## src/inc/msrc_cfg.svh

```systemverilog
// Register offsets, field positions, reset values and sequence counts of the reset controller.
// Assumes clk stands in for both the input clock and the reference clock.
`ifndef MSRC_CFG_SVH
`define MSRC_CFG_SVH

// ****************************************************************
// Register map (byte offsets)
// ****************************************************************
`define MSRC_OFS_STATUS 8'h00
`define MSRC_OFS_CTRL 8'h04
`define MSRC_OFS_CFGWORD 8'h08
`define MSRC_OFS_STRAPS 8'h0C
`define MSRC_OFS_STATE 8'h10
`define MSRC_OFS_NONE 8'hFF

// ****************************************************************
// Fields and reset values
// ****************************************************************
`define MSRC_ST_POR 0
`define MSRC_ST_EXT_HARD 1
`define MSRC_ST_EXT_SOFT 2
`define MSRC_ST_WDOG 3
`define MSRC_ST_BMON 4
`define MSRC_ST_TAP_RST 5
`define MSRC_ST_TAP_BSCAN 6
`define MSRC_STATUS_W 7
`define MSRC_STATUS_RST 7'h01
`define MSRC_CTRL_WDOG_EN 0
`define MSRC_CTRL_BMON_EN 1
`define MSRC_CTRL_RST 2'h3
`define MSRC_CFGWORD_RST 32'h0000_0000
`define MSRC_WORD_SIZE 3'h2

// ****************************************************************
// Sequence timing
// ****************************************************************
`define MSRC_CLK_PER_INPUT_CLOCK_PIN 1
`define MSRC_CLK_PER_REF_CLOCK 1
`define MSRC_POR_DELAY_INPUT_CLOCK_PIN 1024
`define MSRC_HARD_REL_REF_CLOCK 512
`define MSRC_SOFT_REL_REF_CLOCK 515
`define MSRC_SOFT_HOLD_REF_CLOCK 515
`define MSRC_SETTLE_CLK 4
`define MSRC_POR_DELAY_CYC (`MSRC_POR_DELAY_INPUT_CLOCK_PIN * `MSRC_CLK_PER_INPUT_CLOCK_PIN)
`define MSRC_HARD_REL_CYC (`MSRC_HARD_REL_REF_CLOCK * `MSRC_CLK_PER_REF_CLOCK)
`define MSRC_SOFT_TAIL_CYC ((`MSRC_SOFT_REL_REF_CLOCK - `MSRC_HARD_REL_REF_CLOCK) * `MSRC_CLK_PER_REF_CLOCK)
`define MSRC_SOFT_HOLD_CYC (`MSRC_SOFT_HOLD_REF_CLOCK * `MSRC_CLK_PER_REF_CLOCK)
`define MSRC_TMR_W 11

`endif

```

## src/inc/msrc_pkg.sv

```systemverilog
// Types shared by the reset controller: sequence states, strap layout, reset groups.
// Assumes nothing of its surroundings.
package msrc_pkg;

  typedef enum logic [7:0] {
    st_idle = 8'h01,
    st_por_hold = 8'h02,
    st_por_delay = 8'h04,
    st_pll_wait = 8'h08,
    st_hard = 8'h10,
    st_soft_tail = 8'h20,
    st_soft = 8'h40,
    st_settle = 8'h80
  } msrc_state_t;

  typedef struct packed {
    logic reset_config_master_sel;
    logic config_source_sel;
    logic slave_port_sync_sel;
    logic slave_port_wide_sel;
    logic [3:0] chip_select_index;
    logic [2:0] boot_select;
    logic watchdog_enable_strap;
    logic [1:0] clock_mode_select;
  } msrc_straps_t;

  typedef struct packed {
    logic siu_reset_n;
    logic periph_reset_n;
    logic core_reset_n;
    logic multicore_memory_bus_reset_n;
  } msrc_rst_t;

endpackage

```

## src/rtl/msrc_top.sv

```systemverilog
// Reset controller: gathers seven reset sources, sequences the reset pins and unit resets,
// latches straps, and exposes status and control over AHB-Lite.
// Assumes tap and watchdog/bus monitor events arrive on clk; pins arrive asynchronously.
//
// Overview of operation
// - Power-on resets everything, PLL too, drives both pins, samples configuration.
// - Straps are latched only by power-on reset, never by other sources.
// - Whenever hard reset is driven, soft reset is driven as well.
// - Hard reset pin is open drain; either side may pull it low.
// - A hard reset reloads features from the 32-bit hard configuration word.
// - External soft reset is seen only while the controller drives no reset.
// - Soft reset drives the soft pin (a boundary scan command only with tap_bscan_drives_soft), resets cores, keeps configuration.
// - Enabled watchdog expiry launches an internal hard reset sequence.
// - Enabled bus monitor expiry launches an internal hard reset sequence.
// - Test port reset command launches an internal soft reset sequence.
// - A status register records the sources of the latest reset.
// - Strap sampling, PLL reset, slave port config writes only at power-on.
// - System bus config writes and hard pin drive for power-on and hard.
// - Every reset source resets the peripheral bus modules.
// - Every reset source resets the cores and the multicore memory bus.
// - Internal power-on reset ends 1024 input clocks after the pin releases.
// - After PLL lock, hard pin releases at 512 and soft at 515 cycles.
// - Fourteen strap levels are captured as power-on reset releases.
//
// The register offsets and the AHB-Lite interface to the registers were decided locally.
`timescale 1ns/100ps
`default_nettype none
`include "msrc_cfg.svh"
module msrc_top (
  input wire logic clk,
  input wire logic resetn,
  input wire logic hsel,
  input wire logic [31:0] haddr,
  input wire logic [1:0] htrans,
  input wire logic hwrite,
  input wire logic [2:0] hsize,
  input wire logic [31:0] hwdata,
  input wire logic hready,
  output logic [31:0] hrdata,
  output logic hreadyout,
  output logic hresp,
  input wire logic power_on_reset_n,
  input wire logic hard_reset_n_i,
  output logic hard_reset_n_o,
  output logic hard_reset_n_oe_n,
  input wire logic soft_reset_n_i,
  output logic soft_reset_n_o,
  output logic soft_reset_n_oe_n,
  input wire logic system_pll_lock,
  output logic system_pll_reset,
  input wire logic watchdog_expired,
  input wire logic bus_monitor_expired,
  input wire logic tap_reset_cmd,
  input wire logic tap_bscan_cmd,
  input wire logic tap_bscan_drives_soft,
  input wire msrc_pkg::msrc_straps_t config_straps,
  output var msrc_pkg::msrc_straps_t straps_latched,
  output var msrc_pkg::msrc_rst_t unit_resets,
  output logic slave_cfg_write_en,
  output logic sysbus_cfg_write_en,
  output logic hard_cfg_load,
  output logic [31:0] hard_cfg_word
);

  // ****************************************************************
  // State
  // ****************************************************************
  typedef struct packed {
    msrc_pkg::msrc_state_t st;
    logic por_seq;
    logic soft_drv;
    logic [`MSRC_STATUS_W-1:0] status;
    logic [1:0] ctrl;
    logic [31:0] cfg_word;
    msrc_pkg::msrc_straps_t straps;
    logic dph_wr;
    logic [7:0] dph_addr;
    logic [31:0] rdata;
    logic ready;
    msrc_pkg::msrc_rst_t rst;
    logic hard_oe_n;
    logic soft_oe_n;
    logic pll_rst;
    logic dsi_cfg;
    logic bus_cfg;
    logic cfg_load;
  } msrc_regs_t;

  msrc_regs_t r;
  msrc_regs_t n;
  logic por_s;
  logic hard_s;
  logic soft_s;
  logic lock_s;
  msrc_pkg::msrc_straps_t straps_s;
  logic tmr_load;
  logic [`MSRC_TMR_W-1:0] tmr_val;
  logic tmr_done;
  logic [`MSRC_STATUS_W-1:0] clr;
  logic [`MSRC_STATUS_W-1:0] src;
  logic wd_go;
  logic bm_go;
  logic hard_go;
  logic soft_go;

  function automatic logic hard_phase(input msrc_pkg::msrc_state_t s);
    hard_phase = (s == msrc_pkg::st_por_hold) || (s == msrc_pkg::st_por_delay) ||
                 (s == msrc_pkg::st_pll_wait) || (s == msrc_pkg::st_hard);
  endfunction

  function automatic logic [31:0] rd_word(input logic [7:0] a, input msrc_regs_t x);
    case (a)
      `MSRC_OFS_STATUS: rd_word = {25'h0, x.status};
      `MSRC_OFS_CTRL: rd_word = {30'h0, x.ctrl};
      `MSRC_OFS_CFGWORD: rd_word = x.cfg_word;
      `MSRC_OFS_STRAPS: rd_word = {18'h0, x.straps};
      `MSRC_OFS_STATE: rd_word = {24'h0, x.st};
      default: rd_word = 32'h0000_0000;
    endcase
  endfunction

  // ****************************************************************
  // Pin synchronisers and phase timer
  // ****************************************************************
  // The straps ride the same two flops; they are only read after a long stable hold.
  msrc_sync #(
    .W(18),
    .RST_VAL({1'b0, 1'b1, 1'b1, 1'b0, 14'h0})
  ) u_sync (
    .clk(clk),
    .resetn(resetn),
    .d({power_on_reset_n, hard_reset_n_i, soft_reset_n_i, system_pll_lock, config_straps}),
    .q({por_s, hard_s, soft_s, lock_s, straps_s})
  );

  msrc_timer u_timer (
    .clk(clk),
    .resetn(resetn),
    .load(tmr_load),
    .load_val(tmr_val),
    .done(tmr_done)
  );

  // ****************************************************************
  // Source decode
  // ****************************************************************
  always_comb begin
    wd_go = watchdog_expired && r.ctrl[`MSRC_CTRL_WDOG_EN];
    bm_go = bus_monitor_expired && r.ctrl[`MSRC_CTRL_BMON_EN];
    hard_go = wd_go || bm_go || !hard_s;
    soft_go = !soft_s || tap_reset_cmd || tap_bscan_cmd;
    src = '0;
    src[`MSRC_ST_EXT_HARD] = !hard_s;
    src[`MSRC_ST_EXT_SOFT] = !soft_s;
    src[`MSRC_ST_WDOG] = wd_go;
    src[`MSRC_ST_BMON] = bm_go;
    src[`MSRC_ST_TAP_RST] = tap_reset_cmd;
    src[`MSRC_ST_TAP_BSCAN] = tap_bscan_cmd;
  end

  // ****************************************************************
  // Next state
  // ****************************************************************
  always_comb begin
    n = r;
    tmr_load = 1'b0;
    tmr_val = '0;
    clr = '0;
    n.cfg_load = 1'b0;
    n.ready = 1'b1;
    if (r.dph_wr) begin
      case (r.dph_addr)
        `MSRC_OFS_STATUS: clr = hwdata[`MSRC_STATUS_W-1:0];
        `MSRC_OFS_CTRL: n.ctrl = hwdata[1:0];
        `MSRC_OFS_CFGWORD: n.cfg_word = hwdata;
        default: ;
      endcase
    end
    // A new sequence replaces the status below, so a clear never hides a fresh cause.
    n.status = r.status & ~clr;
    if (!por_s) begin
      if (r.st != msrc_pkg::st_por_hold) begin
        n.status = `MSRC_STATUS_RST;
      end
      n.st = msrc_pkg::st_por_hold;
      n.por_seq = 1'b1;
      n.soft_drv = 1'b1;
    end else begin
      case (r.st)
        msrc_pkg::st_por_hold: begin
          n.st = msrc_pkg::st_por_delay;
          n.straps = straps_s;
          tmr_load = 1'b1;
          tmr_val = `MSRC_TMR_W'(`MSRC_POR_DELAY_CYC - 1);
        end
        msrc_pkg::st_por_delay: begin
          if (tmr_done) begin
            n.st = msrc_pkg::st_pll_wait;
          end
        end
        msrc_pkg::st_pll_wait: begin
          if (lock_s) begin
            n.st = msrc_pkg::st_hard;
            n.cfg_load = 1'b1;
            tmr_load = 1'b1;
            tmr_val = `MSRC_TMR_W'(`MSRC_HARD_REL_CYC - 1);
          end
        end
        msrc_pkg::st_hard: begin
          if (tmr_done) begin
            n.st = msrc_pkg::st_soft_tail;
            tmr_load = 1'b1;
            tmr_val = `MSRC_TMR_W'(`MSRC_SOFT_TAIL_CYC - 1);
          end
        end
        msrc_pkg::st_soft_tail, msrc_pkg::st_soft: begin
          if (r.st == msrc_pkg::st_soft && hard_go) begin
            n.st = msrc_pkg::st_hard;
            n.status = src & ~(`MSRC_STATUS_W'(1) << `MSRC_ST_EXT_SOFT);
            n.soft_drv = 1'b1;
            n.cfg_load = 1'b1;
            tmr_load = 1'b1;
            tmr_val = `MSRC_TMR_W'(`MSRC_HARD_REL_CYC - 1);
          end else if (tmr_done) begin
            n.st = msrc_pkg::st_settle;
            tmr_load = 1'b1;
            tmr_val = `MSRC_TMR_W'(`MSRC_SETTLE_CLK - 1);
          end
        end
        msrc_pkg::st_settle: begin
          // Lets the released pins climb back through the synchronisers before they are watched.
          if (tmr_done) begin
            n.st = msrc_pkg::st_idle;
            n.por_seq = 1'b0;
          end
        end
        msrc_pkg::st_idle: begin
          if (hard_go) begin
            n.st = msrc_pkg::st_hard;
            n.status = src;
            n.soft_drv = 1'b1;
            n.cfg_load = 1'b1;
            tmr_load = 1'b1;
            tmr_val = `MSRC_TMR_W'(`MSRC_HARD_REL_CYC - 1);
          end else if (soft_go) begin
            n.st = msrc_pkg::st_soft;
            n.status = src;
            n.soft_drv = !soft_s || tap_reset_cmd || tap_bscan_drives_soft;
            tmr_load = 1'b1;
            tmr_val = `MSRC_TMR_W'(`MSRC_SOFT_HOLD_CYC - 1);
          end
        end
        default: begin
          n.st = msrc_pkg::st_idle;
        end
      endcase
    end
    // Outputs follow the next state so each pin and reset line leaves a flop.
    n.hard_oe_n = !hard_phase(n.st);
    n.soft_oe_n = !(hard_phase(n.st) || n.st == msrc_pkg::st_soft_tail ||
                    (n.st == msrc_pkg::st_soft && n.soft_drv));
    n.pll_rst = (n.st == msrc_pkg::st_por_hold) || (n.st == msrc_pkg::st_por_delay);
    n.rst.siu_reset_n = !hard_phase(n.st);
    n.rst.periph_reset_n = (n.st == msrc_pkg::st_idle) || (n.st == msrc_pkg::st_settle);
    n.rst.core_reset_n = n.rst.periph_reset_n;
    n.rst.multicore_memory_bus_reset_n = n.rst.periph_reset_n;
    n.dsi_cfg = hard_phase(n.st) && n.por_seq;
    n.bus_cfg = hard_phase(n.st);
    // Zero-wait slave: read data is taken from the updated copy, so a read right after a write sees it.
    n.dph_wr = 1'b0;
    if (hsel && htrans[1] && hready) begin
      n.dph_wr = hwrite && (hsize == `MSRC_WORD_SIZE);
      n.dph_addr = (haddr[31:8] == 24'h0 && haddr[1:0] == 2'h0) ? haddr[7:0] : `MSRC_OFS_NONE;
      n.rdata = hwrite ? 32'h0000_0000 : rd_word(n.dph_addr, n);
    end
  end

  always_ff @(posedge clk) begin
    if (!resetn) begin
      r <= '{st: msrc_pkg::st_por_hold, por_seq: 1'b1, soft_drv: 1'b1, status: `MSRC_STATUS_RST,
             ctrl: `MSRC_CTRL_RST, cfg_word: `MSRC_CFGWORD_RST, straps: '0, dph_wr: 1'b0,
             dph_addr: 8'h00, rdata: 32'h0000_0000, ready: 1'b1, rst: '0, hard_oe_n: 1'b0,
             soft_oe_n: 1'b0, pll_rst: 1'b1, dsi_cfg: 1'b1, bus_cfg: 1'b1, cfg_load: 1'b0};
    end else begin
      r <= n;
    end
  end

  assign hrdata = r.rdata;
  assign hreadyout = r.ready;
  assign hresp = 1'b0;
  assign hard_reset_n_o = 1'b0;
  assign soft_reset_n_o = 1'b0;
  assign hard_reset_n_oe_n = r.hard_oe_n;
  assign soft_reset_n_oe_n = r.soft_oe_n;
  assign system_pll_reset = r.pll_rst;
  assign straps_latched = r.straps;
  assign unit_resets = r.rst;
  assign slave_cfg_write_en = r.dsi_cfg;
  assign sysbus_cfg_write_en = r.bus_cfg;
  assign hard_cfg_load = r.cfg_load;
  assign hard_cfg_word = r.cfg_word;
endmodule // msrc_top
`default_nettype wire

```

## src/rtl/msrc_sync.sv

```systemverilog
// Two-flop synchroniser for a group of independent pin levels.
// Assumes each bit is a slow level; multi-bit values are not kept coherent.
`timescale 1ns/100ps
`default_nettype none
module msrc_sync #(
  parameter int W = 1,
  parameter logic [W-1:0] RST_VAL = '0
) (
  input wire logic clk,
  input wire logic resetn,
  input wire logic [W-1:0] d,
  output logic [W-1:0] q
);

  for (genvar i = 0; i < W; i++) begin : g_bit
    logic [1:0] ff_r;
    always_ff @(posedge clk) begin
      if (!resetn) begin
        ff_r <= {2{RST_VAL[i]}};
      end else begin
        ff_r <= {ff_r[0], d[i]};
      end
    end
    assign q[i] = ff_r[1];
  end

endmodule // msrc_sync
`default_nettype wire

```

## src/rtl/msrc_timer.sv

```systemverilog
// Down counter that times each fixed-length phase of a reset sequence.
// Assumes the loader writes the phase length minus one on the phase's first edge.
`timescale 1ns/100ps
`default_nettype none
`include "msrc_cfg.svh"
module msrc_timer (
  input wire logic clk,
  input wire logic resetn,
  input wire logic load,
  input wire logic [`MSRC_TMR_W-1:0] load_val,
  output logic done
);

  logic [`MSRC_TMR_W-1:0] cnt_r;
  logic [`MSRC_TMR_W-1:0] cnt_nxt;

  always_comb begin
    cnt_nxt = cnt_r;
    if (load) begin
      cnt_nxt = load_val;
    end else if (cnt_r != '0) begin
      cnt_nxt = cnt_r - `MSRC_TMR_W'(1);
    end
  end

  always_ff @(posedge clk) begin
    if (!resetn) begin
      cnt_r <= '0;
    end else begin
      cnt_r <= cnt_nxt;
    end
  end

  assign done = (cnt_r == '0);

endmodule // msrc_timer
`default_nettype wire

```

## config.mk

```make
export PLATFORM = sky130hd
export DESIGN_NAME = msrc_top
export DESIGN_NICKNAME = d
export VERILOG_FILES = /design/src/inc/msrc_pkg.sv /design/src/rtl/msrc_top.sv /design/src/rtl/msrc_sync.sv /design/src/rtl/msrc_timer.sv
export VERILOG_INCLUDE_DIRS = /design/src /design/src/inc
export SDC_FILE = /design/constraint.sdc
export NUM_CORES = 1
export LEC_CHECK = 0
export BUFFER_PORTS_ARGS = -buffer_cell sky130_fd_sc_hd__buf_2
export CAP_MARGIN = 30
export CORE_AREA = 2 2 134 123
export DETAILED_ROUTE_END_ITERATION = 10
export DIE_AREA = 0 0 136 125
export PLACE_DENSITY = 0.69
export SYNTH_ARGS = -nofsm -noshare
export SYNTH_HDL_FRONTEND = slang
export SYNTH_SLANG_ARGS = --single-unit
```

## constraint.sdc

```tcl
create_clock -name clk -period 5.65 [get_ports clk]
set_clock_uncertainty 0.1 [all_clocks]
set_input_delay 1.13 -clock clk [delete_from_list [all_inputs] [get_ports clk]]
set_output_delay 1.13 -clock clk [all_outputs]
set_load 0.01 [all_outputs]
```

==> flow_metrics.env <==
export IMPL_drt_initial_drc_count=510
export IMPL_finalHoldViolCount=0
export IMPL_synth_edf_count=0
export IMPL_cts_resized=0
export IMPL_async_flop_share=0
export IMPL_num_rows=44
export IMPL_yosysWarningCount=0
export IMPL_cts_hold_buf=0
export IMPL_fin_crit_sh=0.6378
export IMPL_ys_seq_elements=160
export IMPL_synthTopCellsByArea="dfxtp_1 46%, buf_4 9.3%, nand2_1 5.2%"
export IMPL_slew_viol_final=0
export IMPL_area_growth_pct=15.83
export IMPL_reg2reg_from="r[113]$_SDFF_PN0_"
export IMPL_synth_flop_cell="dfxtp_1"
export IMPL_final_nets=959
export IMPL_wl_per_cell_um=15.80
export IMPL_start_util=0.4391
export IMPL_hpwl_um=12280
export IMPL_grt_pass1_vias=5114
export IMPL_fmax_mhz=277.5
export IMPL_critPathLaunch="r[113]$_SDFF_PN0_"
export IMPL_clockRootBuffer="clkbuf_16"
export IMPL_cts_buffer_depth=2
export IMPL_seq_area_frac_synth=0.4633
export IMPL_die_w_um=136
export IMPL_setup_tns_ns=0
export IMPL_ant_nets=0
export IMPL_outcome="finished clean"
export IMPL_worstSetupEndpointType="flop"
export IMPL_die_h_um=125
export IMPL_clk_latency_ns=0.42
export IMPL_post_route_drc_count=0
export IMPL_cts_buffers=17
export IMPL_setup_viol=0
export IMPL_tritoncts="built"
export IMPL_place_gp_congestion=0.8484
export IMPL_vias=5594
export IMPL_antenna_found_initial=0
export IMPL_die_area_um2=17000
export IMPL_max_slew_margin=0.2918
export IMPL_drive_above_1_share=0.2723
export IMPL_core_area_um2=15750
export IMPL_rsz0062_at_grt="no"
export IMPL_worstPathRequired_ns=5.85
export IMPL_synth_area_um2=6914
export IMPL_min_path_cells=1
export IMPL_hold_path_startpoint="u_sync.g_bit[16].ff_r[0]$_SDFF_PN1_"
export IMPL_floorplan_io_pins=189
export IMPL_synth_top_area_frac=0.4633
export IMPL_postSynthCellCount=770
export IMPL_grt_start_max_net_pins=55
export IMPL_vias_per_cell=5.175
export IMPL_pwr_density_cell_nw_per_um2=341.5
export IMPL_hold_path_class="flop to flop"
export IMPL_worstSetupPathType="flop to flop"
export IMPL_routed_wl_um=17080
export IMPL_grtUsageTotal=0.2003
export IMPL_avgSynthCellArea_um2=8.979
export IMPL_worst_pin_slew_ns=1.053
export IMPL_rr_worst_depth=7
export IMPL_cts_sinks=160
export IMPL_clk_pin_slew_ns=0.06
export IMPL_period_needed_ns=3.604
export IMPL_leakage_nw=3.608
export IMPL_dr_pass1_iters=4
export IMPL_vdd_drop_max_mv=0.2161
export IMPL_antenna_cells=0
export IMPL_cp_max_fo=14
export IMPL_portBuffers=183
export IMPL_synth_cell_types=68
export IMPL_grt_pass1_wl_um=26430
export IMPL_setup_worst_path_start_class="flop"
export IMPL_yosysMostFrequentCell="dfxtp_1"
export IMPL_grt_remaining_overflow=0
export IMPL_drv_cap=0
export IMPL_ys_top_cells_by_count="160 x dfxtp_1, 95 x nand2_1, 86 x buf_4, 63 x nor2_1, 44 x a21oi_1"
export IMPL_post_cts_buffers=0
export IMPL_crit_arrival_ns=3.80
export IMPL_yosysTopAreaCell="dfxtp_1"
export IMPL_power_total_mw=2.735
export IMPL_cts_max_level=4
[critical path, stage by stage (launching register included)]
cell and delay, ns:
dfxtp_1 0.44, or4_4 0.60, nor4_2 0.57, nand2_1 0.68, mux2i_1 0.45, o22ai_1 0.15, a211oi_1 0.39, o21ai_1 0.09
[metal layers]
metal / vias up / wire, um / global-route usage
li1: 2767 / - / -
met1: 2603 / 8047 / 0.2755
met2: 211 / 7582 / 0.3074
met3: 13 / 1264 / 0.04217
met4: 0 / 190 / 0.07843
met5: - / 0 / 0
[cell usage in the layout, fill, tap and decap left out, types with 4 or more instances in the layout]
cell type,instances
buf_2,183
dfxtp_1,160
nand2_1,95
nor2_1,63
a21oi_1,44
and2_1,41
mux2i_1,34
o21ai_0,22
a22o_1,18
clkbuf_16,17
nor4_1,16
nand2b_1,11
buf_4,9
o22ai_1,8
a22oi_1,8
nand3_1,7
xor2_1,7
nor3_1,6
inv_1,6
o21a_1,6
nand4_1,5
nand4b_1,5
and3_1,5
or2_2,5
or4_1,5
inv_6,5
nand3b_1,4
xnor2_1,4
conb_1,4
bufinv_16,4
[through the flow]
stage | setup slack [ns] | instance area (um^2) | util | hold WS (ns) | cells
after floorplan | 2.512 | 6922 | - | 0.2863 | 772
after global placement | 1.887 | 7377 | 0.4685 | 0.2881 | 1049
after detailed placement | 1.820 | 7377 | 0.4685 | 0.2958 | 1049
after CTS | 2.056 | 8009 | 0.5087 | 0.3104 | 1081
after global routing | 1.843 | 8009 | 0.5087 | 0.3263 | 1081
final | 2.046 | 8009 | 0.5087 | 0.3071 | 1081
[flip-flops by register name, indices dropped and copies added (netlist names), 11 cells and up]
register / count
u_sync.g_bit.ff_r: 36
hard_cfg_word: 32
hrdata: 32
r: 28
straps_latched: 14
u_timer.cnt_r: 11
[area by class of cell]
type                       count  area, um^2
clock buffer                  18       429.2
inverter                       7       26.28
clock inverter                14       202.7
timing repair buffer         192       983.4
fill                        1476        7736
multi-input combinational    483        2905
sequential                   160        3203
tap                          207       259.0
[final timing paths]
| kind | to | slack [ns] |
|---|---|---|
| worst max-delay path | hrdata[2]$_SDFFE_PN0P_ | 2.05 |
| worst max register to register | hrdata[2]$_SDFFE_PN0P_ | 2.05 |
| worst min-delay path | u_sync.g_bit[16].ff_r[1]$_SDFF_PN1_ | 0.31 |
| worst min register to register | u_sync.g_bit[16].ff_r[1]$_SDFF_PN1_ | 0.31 |
[cell families after synthesis]
group	share of synthesized area
other	0.001086
flip-flops	0.4633
AO/OA/AOI/OAI	0.1357
multiplexers	0.05085
buffers and inverters	0.1183
adder cells (fa/ha/maj)	0.001809
XOR/XNOR	0.01393
AND/OR/NAND/NOR	0.2150
[where the power goes]
group	switching, mW	internal (mW)
clock network	0.475	0.748
logic	0.166	0.131
registers	0.0374	1.18
total	0.679	2.06
Note: power is estimated with default switching activity, not from simulation.
